<file path="src/include/regulator_pkg.sv">
package regulator_pkg;
  // ------------------------------------------------------------
  // register map
  // ------------------------------------------------------------
  localparam int unsigned ADDR_W   = 4;
  localparam int unsigned DATA_W   = 8;
  localparam logic [ADDR_W-1:0] REG_CONTROL = 4'h0;
  localparam logic [ADDR_W-1:0] REG_STATUS  = 4'h1;
  localparam logic [ADDR_W-1:0] REG_CLEAR   = 4'h2;
  localparam logic [ADDR_W-1:0] REG_ENABLE  = 4'h3;
  localparam int unsigned BIT_FLAG   = 0;
  localparam int unsigned BIT_IE     = 1;
  localparam int unsigned BIT_STATUS = 2;
  localparam logic [DATA_W-1:0] READ_ZERO = 8'h00;
  localparam int unsigned EVT_W = 1;
  localparam logic [EVT_W-1:0] EVT_RESET = 1'h0;

  // ------------------------------------------------------------
  // operating modes
  // ------------------------------------------------------------
  typedef enum logic [1:0] {
    FULL_PERFORMANCE,
    REDUCED_POWER,
    SHUTDOWN
  } reg_mode_t;
endpackage

</file>
<file path="src/include/detect_if.sv">
interface detect_if;
  import regulator_pkg::*;
  logic      lowRaw;
  reg_mode_t mode;
  logic      lowStatus;
  logic      changed;
  modport mgr (input lowRaw, input mode, output lowStatus, output changed);
  modport top (output lowRaw, output mode, input lowStatus, input changed);
endinterface

</file>
<file path="src/verilog/mode_select.sv">
module mode_select
  import regulator_pkg::*;
(
  input  wire logic      stopMode,
  input  wire logic      regulatorEnablePin,
  output reg_mode_t      mode
);
  // ------------------------------------------------------------
  // mode decode
  // ------------------------------------------------------------
  always_comb
  begin
    if (!regulatorEnablePin)
      mode = SHUTDOWN;
    else if (stopMode)
      mode = REDUCED_POWER;
    else
      mode = FULL_PERFORMANCE;
  end
endmodule // mode_select

</file>
<file path="src/verilog/low_voltage_status.sv">
module low_voltage_status
(
  input wire logic clk,
  input wire logic rst_n,
  detect_if.mgr    det
);
  import regulator_pkg::*;
  logic next_lowStatus;
  logic lowStatus;

  // ------------------------------------------------------------
  // status follows detector only in full performance
  // ------------------------------------------------------------
  always_comb
  begin
    next_lowStatus = det.lowRaw && (det.mode == FULL_PERFORMANCE);
  end

  always_ff @(posedge clk)
  begin
    if (!rst_n)
      lowStatus <= 1'b0;
    else
      lowStatus <= next_lowStatus;
  end

  assign det.lowStatus = lowStatus;
  // change in either direction, also on mode-forced drop
  assign det.changed   = lowStatus != next_lowStatus;
endmodule // low_voltage_status

</file>
<file path="src/verilog/regulator_mode_and_low_voltage_flags.sv">
// What this block does
// The read-only status bit 2 shows low input voltage only in full performance, else 0.
// The interrupt flag bit 0 is set whenever the status bit changes either way.
// The flag clears only on a write of one; a write of zero is ignored.
// With enable bit 1 set a set flag requests an interrupt; cleared, none.
// Entering reduced power never clears the flag.
// Not in stop with the regulator enabled gives full performance with all detectors.
// Stop mode gives reduced power, with only power-on reset kept.
// A low regulator enable pin selects shutdown with outputs off and only power-on reset.
// With the enable pin high the mode is full performance or reduced power, never shutdown.
// Power-on reset stays enabled in every mode.
// The system does not toggle the enable pin between shutdown and active while powered.
// The interrupt output is the level AND of flag and enable; here that AND is registered, so the output follows one cycle later.
//
// Our own choice: the plain strobed port.
module regulator_mode_and_low_voltage_flags
(
  input  wire logic                          clk,
  input  wire logic                          rst_n,
  input  wire logic [regulator_pkg::ADDR_W-1:0] addr,
  input  wire logic [regulator_pkg::DATA_W-1:0] wrData,
  input  wire logic                          wrStrobe,
  input  wire logic                          rdStrobe,
  output logic      [regulator_pkg::DATA_W-1:0] rdData,
  input  wire logic                          stopMode,
  input  wire logic                          regulatorEnablePin,
  input  wire logic                          lowVoltageDetectorRaw,
  output logic                               lowVoltageDetectorEnable,
  output logic                               lowVoltageResetEnable,
  output logic                               powerOnResetEnable,
  output logic                               regulatorOutputEnable,
  output logic                               reducedPowerMode,
  output logic                               lowVoltageInterrupt
);
  import regulator_pkg::*;

  reg_mode_t mode;
  logic      lowVoltageIrqFlag;
  logic      lowVoltageIrqEnable;
  logic      clearHit;
  logic      flagClear;
  detect_if  det();

  // ------------------------------------------------------------
  // submodules
  // ------------------------------------------------------------
  mode_select u_mode (
    .stopMode           (stopMode),
    .regulatorEnablePin (regulatorEnablePin), // pin assumed static while powered
    .mode               (mode)
  );

  assign det.lowRaw = lowVoltageDetectorRaw;
  assign det.mode   = mode;

  low_voltage_status u_status (
    .clk   (clk),
    .rst_n (rst_n),
    .det   (det)
  );

  // ------------------------------------------------------------
  // feature enables per mode
  // ------------------------------------------------------------
  always_ff @(posedge clk)
  begin
    if (!rst_n)
    begin
      lowVoltageDetectorEnable <= 1'b0;
      lowVoltageResetEnable    <= 1'b0;
      powerOnResetEnable       <= 1'b1;
      regulatorOutputEnable    <= 1'b0;
      reducedPowerMode         <= 1'b0;
    end
    else
    begin
      lowVoltageDetectorEnable <= (mode == FULL_PERFORMANCE);
      lowVoltageResetEnable    <= (mode == FULL_PERFORMANCE);
      powerOnResetEnable       <= 1'b1;
      regulatorOutputEnable    <= (mode != SHUTDOWN);
      reducedPowerMode         <= (mode == REDUCED_POWER);
    end
  end

  // ------------------------------------------------------------
  // write decode
  // ------------------------------------------------------------
  function automatic logic clearsFlag(input logic [ADDR_W-1:0] a, input logic [DATA_W-1:0] d);
    clearsFlag = ((a == REG_CONTROL) || (a == REG_CLEAR)) && d[BIT_FLAG];
  endfunction

  assign clearHit  = wrStrobe && clearsFlag(addr, wrData);
  assign flagClear = clearHit;

  always_ff @(posedge clk)
  begin
    if (!rst_n)
      lowVoltageIrqEnable <= 1'b0;
    else if (wrStrobe && (addr == REG_CONTROL))
      lowVoltageIrqEnable <= wrData[BIT_IE];
    // enable register shares the status layout, so its bit sits at 0
    else if (wrStrobe && (addr == REG_ENABLE))
      lowVoltageIrqEnable <= wrData[BIT_FLAG];
  end

  // ------------------------------------------------------------
  // sticky flag; set beats clear, mode entry never clears
  // ------------------------------------------------------------
  always_ff @(posedge clk)
  begin
    if (!rst_n)
      lowVoltageIrqFlag <= EVT_RESET;
    else if (det.changed)
      lowVoltageIrqFlag <= 1'b1;
    else if (flagClear)
      lowVoltageIrqFlag <= 1'b0;
  end

  // ------------------------------------------------------------
  // interrupt output, registered so it lags the flag one cycle
  // ------------------------------------------------------------
  always_ff @(posedge clk)
  begin
    if (!rst_n)
      lowVoltageInterrupt <= 1'b0;
    else
      lowVoltageInterrupt <= next_irq(lowVoltageIrqFlag, lowVoltageIrqEnable);
  end

  function automatic logic next_irq(input logic f, input logic e);
    next_irq = f && e;
  endfunction

  // ------------------------------------------------------------
  // read path, data one cycle after strobe
  // ------------------------------------------------------------
  always_ff @(posedge clk)
  begin
    if (!rst_n)
      rdData <= READ_ZERO;
    else if (rdStrobe)
    begin
      rdData <= READ_ZERO;
      unique case (addr)
        REG_CONTROL:
        begin
          rdData[BIT_STATUS] <= det.lowStatus;
          rdData[BIT_IE]     <= lowVoltageIrqEnable;
          rdData[BIT_FLAG]   <= lowVoltageIrqFlag;
        end
        REG_STATUS:
          rdData[BIT_FLAG] <= lowVoltageIrqFlag;
        REG_ENABLE:
          rdData[BIT_FLAG] <= lowVoltageIrqEnable;
        default:
          rdData <= READ_ZERO; // write-only clear and unmapped read zero
      endcase
    end
    else
      rdData <= READ_ZERO;
  end
endmodule // regulator_mode_and_low_voltage_flags

</file>
<file path="config.mk">
export PLATFORM = sky130hd
export DESIGN_NAME = regulator_mode_and_low_voltage_flags
export DESIGN_NICKNAME = d
export VERILOG_FILES = /design/src/include/regulator_pkg.sv /design/src/include/detect_if.sv /design/src/verilog/mode_select.sv /design/src/verilog/low_voltage_status.sv /design/src/verilog/regulator_mode_and_low_voltage_flags.sv
export SDC_FILE = /design/constraint.sdc
export NUM_CORES = 1
export LEC_CHECK = 0
export BUFFER_PORTS_ARGS = -buffer_cell sky130_fd_sc_hd__buf_4
export CAP_MARGIN = 40
export CORE_AREA = 2 2 39 41
export DETAILED_ROUTE_END_ITERATION = 8
export DIE_AREA = 0 0 41 43
export PLACE_DENSITY_LB_ADDON = 0.15
export SYNTH_ARGS = -nofsm -noshare
export SYNTH_HDL_FRONTEND = slang
export SYNTH_HIERARCHICAL = 1
export SYNTH_SLANG_ARGS = --single-unit
</file>
<file path="constraint.sdc">
create_clock -name clk -period 1.3 [get_ports clk]
set_clock_uncertainty 0.2 [all_clocks]
set_input_delay 0.195 -clock clk [delete_from_list [all_inputs] [get_ports clk]]
set_output_delay 0.195 -clock clk [all_outputs]
set_load 0.02 [all_outputs]
</file>
Word level (Yosys, flattened, before mapping)
Index checks and enable logic that the tools add are counted.
{ "op_classes": {"n_eq_ne": 6, "mux": 7, "n_reduce_logical": 14} }
{ "ops": {"columns": ["operator", "count"], "rows": [
  ["$eq A4 B2 Y1 const B", 2],
  ["$logic_and A1 B1 Y1", 6],
  ["$mux W1", 5],
  ["$eq A4 B1 Y1 const B", 1],
  ["$logic_not A4 Y1", 1],
  ["$reduce_bool A2 Y1", 2],
  ["$reduce_and A3 Y1", 1],
  ["$eq A2 B1 Y1 const B", 1],
  ["$logic_not A2 Y1", 1],
  ["$mux W2", 1],
  ["$ne A2 B2 Y1 const B", 1],
  ["$pmux W1 S2", 1],
  ["$reduce_and A2 Y1", 1],
  ["$reduce_or A2 Y1", 1],
  ["$logic_or A1 B1 Y1", 1],
  ["$ne A1 B1 Y1", 1]
]} }
{ "word_totals": {"ff_bits": 15, "in_bits": 19, "wordCells": 37} }

Longest topological paths before layout
{ "depth": {"depth_word": 6, "depth_mapped": 5, "depth_no_buf": 5} }

Cells and area by module
Netlist, hierarchy kept.
{ "by_module_without_submodules": {"columns": ["module", "n_inst", "cells_per_inst", "area_per_inst_um2", "seq_area_each_um2"], "rows": [
  ["regulator_mode_and_low_voltage_flags", 1, 41, 387.9, 180.2],
  ["low_voltage_status", 1, 4, 48.8, 20.0],
  ["mode_select", 1, 2, 10.0, 0.0]
]} }

Worst setup path before layout
No wires, ideal clock.
{ "synth_path": {"path_kind": "in2reg", "start": "input addr[3] (netlist name)", "end": "register lowVoltageIrqEnable", "setup_ns": 0.122, "arrival_ns": 0.926, "t_required_ns": 0.978, "setup_slack_ns": 0.053, "stages": 2, "path_buffers": 0, "path_cell_list": "or3b_1 > o311a_1"} }
{ "synth_via": {"elab_chain_cells": 3, "word_cells_on_any_way": 6, "classes_between": "eq/ne: 1; mux: 1; reduce/logical: 4"} }
{ "synth_rtl": {"columns": ["item", "line_no", "text"], "rows": [
  ["from (decl)", "regulator_mode_and_low_voltage_flags.sv:20", "input wire logic [regulator_pkg::ADDR_W-1:0] addr,"],
  ["$eq A4 B2 Y1 or $logic_not A4 Y1 (tied branches)", "regulator_mode_and_low_voltage_flags.sv:102, regulator_mode_and_low_voltage_flags.sv:99", null],
  ["$logic_and A1 B1 Y1, on equally long branches", "regulator_mode_and_low_voltage_flags.sv:102, regulator_mode_and_low_voltage_flags.sv:99", null],
  ["$reduce_bool A2 Y1 (no line) or $mux W1 (tied branches)", null, null],
  ["to (signal assigned)", "regulator_mode_and_low_voltage_flags.sv:100", "lowVoltageIrqEnable <= wrData[BIT_IE];"],
  ["to (signal assigned)", "regulator_mode_and_low_voltage_flags.sv:103", "lowVoltageIrqEnable <= wrData[BIT_FLAG];"],
  ["to (decl)", "regulator_mode_and_low_voltage_flags.sv:39", "logic lowVoltageIrqEnable;"]
]} }
Several ways; a longest one is shown, not always the timed one.
A chain may end at the register's enable or synchronous reset.

Worst setup path after layout
Same ends and word-level chain as after synthesis.

==> flow_summary.ini <==
[cts]
h-tree-depth = 1
cts-root-buf = clkbuf_4
cts_setup_buffers = 0
clock_latency_ps = 260
cts_sinks = 10
cts_tree = yes
clk_pin_slew_ps = 60
ctsResizeCount = 0
clockBufferDepth = 2
hold_buffers = 0
cts_buffers = 3

[timing]
rsz0062_at_grt = false
fin_crit_sh = 0.855
hold_viol_final = 0
layout_min_cycle_time_ps = 1110
setup-violations-final = 0
max_freq_ghz = 0.900
tns_ps = 0
slew_violations = 0

[final_layout]
n_fill_cell = 141
seq_area_um2 = 200
final_common_cell = buf_4
antennaDiodeCount = 0
fin_nets = 90
areaGrowthSynthToFinish_pct = 38.1
drive_gt1_frac = 0.406
mostFrequentLayoutCells = 22 x buf_4, 10 x dfxtp_1, 6 x conb_1, 4 x inv_1
multiInputGateArea_um2 = 194

[floorplan]
ios = 33
die_width_um = 41
rows = 14
coreArea_mm2 = 0.00138
die-area_mm2 = 0.00176
initial_core_util = 0.323
die_h_um = 43

[grt]
grt.overflow.total = 0
grt_pass1_wl_um = 1150
grt_pass1_vias = 298
antenna_found_initial = 0
grt_use_total = 0.106
grt_max_degree = 6

[worst_setup_path]
r2r_end = lowVoltageIrqEnable
crit_chain = buf_4, or3b_1, o311a_1
start_kind = input port
required_ps = 1250
cp_max_fo = 3
reg2reg_depth = 2
endpoint_kind = flip-flop
cp.depth = 3
r2r_start = lowVoltageIrqEnable
critPathMaxStageDelay_ps = 400
regToRegSetupSlack_ps = 390
critPathSlowestCell = or3b_1
worstPathArrival_ps = 1060
crit_buf_inv = 1
cp_top_family = simple AND/OR/NAND/NOR gates
crit_type = in2reg

[hold_path]
hp-start = rst_n
min_to = u_status/det.lowStatus
hold_class = in2reg
holdPathStages = 2

[placement]
port_buffers = 20
hpwl_um = 612
routabilityCongestion = 0.779

[pwr]
power_density_mw_per_mm2 = 1020
peakVddDrop_mv = 0.372
power_leakage_nw = 0.305
power_uw = 627

[synthesis]
synthCells = 47
synth_seq_area_share = 0.448
ys_ff_latch = 10
syn_avg_cell_area_um2 = 9.50
synth_cell_types = 20
synth_warnings = 6
syn_area_um2 = 447

[routing]
wl_met3_um = 65
post_drt_wl_per_cell_um = 8.81
viasPerCell = 4.16
drc = 0
top_layer_used = met4
wl_met2_um = 336
wl_met1_um = 317
drt_pass1_iterations = 4
drt_iter0_drc = 7
vias = 354
ant_nets = 0
wirelength_um = 749

[status]
status = finished, final reports clean

[run]
drv_cap = 0
how the worst max path moves through the flow:
stage	slack (ps)	endpoint	from
after floorplan	50	lowVoltageIrqEnable	addr[3]
after detailed placement	-90	lowVoltageIrqEnable	addr[3]
final	190	lowVoltageIrqEnable	addr[3]
after CTS	180	lowVoltageResetEnable	lowVoltageResetEnable
after global routing	150	lowVoltageDetectorEnable	lowVoltageResetEnable
after global placement	-80	lowVoltageIrqEnable	addr[3]
routing by layer:
metal | global-route usage | up-vias
li1 | - | 184
met1 | 0.131 | 147
met2 | 0.128 | 19
met3 | 0.0471 | 4
met4 | 0.100 | 0
met5 | 0 | -
Yosys cell counts:
cell / number / area [um^2]
xor2_1: 2 / 17.5
a21oi_1: 3 / 15.0
nand2b_1: 2 / 12.5
and3_1: 1 / 6.26
mux2_4: 1 / 15.0
and2_1: 3 / 18.8
inv_1: 4 / 15.0
buf_4: 7 / 52.6
conb_1: 2 / 7.51
dfxtp_1: 10 / 200
nor3b_2: 1 / 12.5
nand3_1: 1 / 5.00
o21bai_1: 1 / 7.51
o21ai_0: 1 / 5.00
o311a_1: 1 / 10.0
or3b_1: 1 / 8.76
and2_2: 1 / 7.51
nand4bb_1: 1 / 11.3
nor2_1: 1 / 3.75
nor3_1: 3 / 15.0
final cells by class:
type / count / area share
clock buffer: 3 / 0.0365
inverter: 4 / 0.0243
multi-input combinational: 30 / 0.314
sequential: 10 / 0.325
tap: 16 / 0.0325
timing repair buffer: 22 / 0.268
per-stage QoR:
stage	util	cell area (um^2)	std cells	setup slack [ps]	hold WS (ps)
CTS	0.446	617	85	178	0.742
finish	0.446	617	85	189	2.85
global route	0.446	617	85	145	11.7
floorplan	-	462	51	52.8	126
global placement	0.429	594	82	-82.0	269
detailed placement	0.429	594	82	-88.6	269
flip-flops by register name, summed over array words and instances, names as in the netlist:
signal                  cells
lowVoltageInterrupt         1
regulatorOutputEnable       1
lowVoltageIrqEnable         1
rdData                      3
u_status/det.lowStatus      1
lowVoltageResetEnable       1
lowVoltageIrqFlag           1
reducedPowerMode            1
power by group:
group / switching, mW / total, mW / internal (mW)
Combinational: 0.0536 / 0.107 / 0.0536
Clock: 0.0915 / 0.198 / 0.106
Sequential: 0.00504 / 0.322 / 0.317
cells by family (layout without fill, tap and decap cells):
kind of cell              count (synthesis)  in the layout  share of synthesized area
xor gates and xnor gates                  2              2                     0.0392
other                                     2              6                     0.0168
DFF                                      10             10                      0.448
muxes                                     1              1                     0.0336
buffers and inverters                    11             29                      0.151
and+or+nand+nor                          15             15                      0.227
AOI/OAI and AO/OA                         6              6                     0.0840
Note: power is estimated with default switching activity, not from simulation.
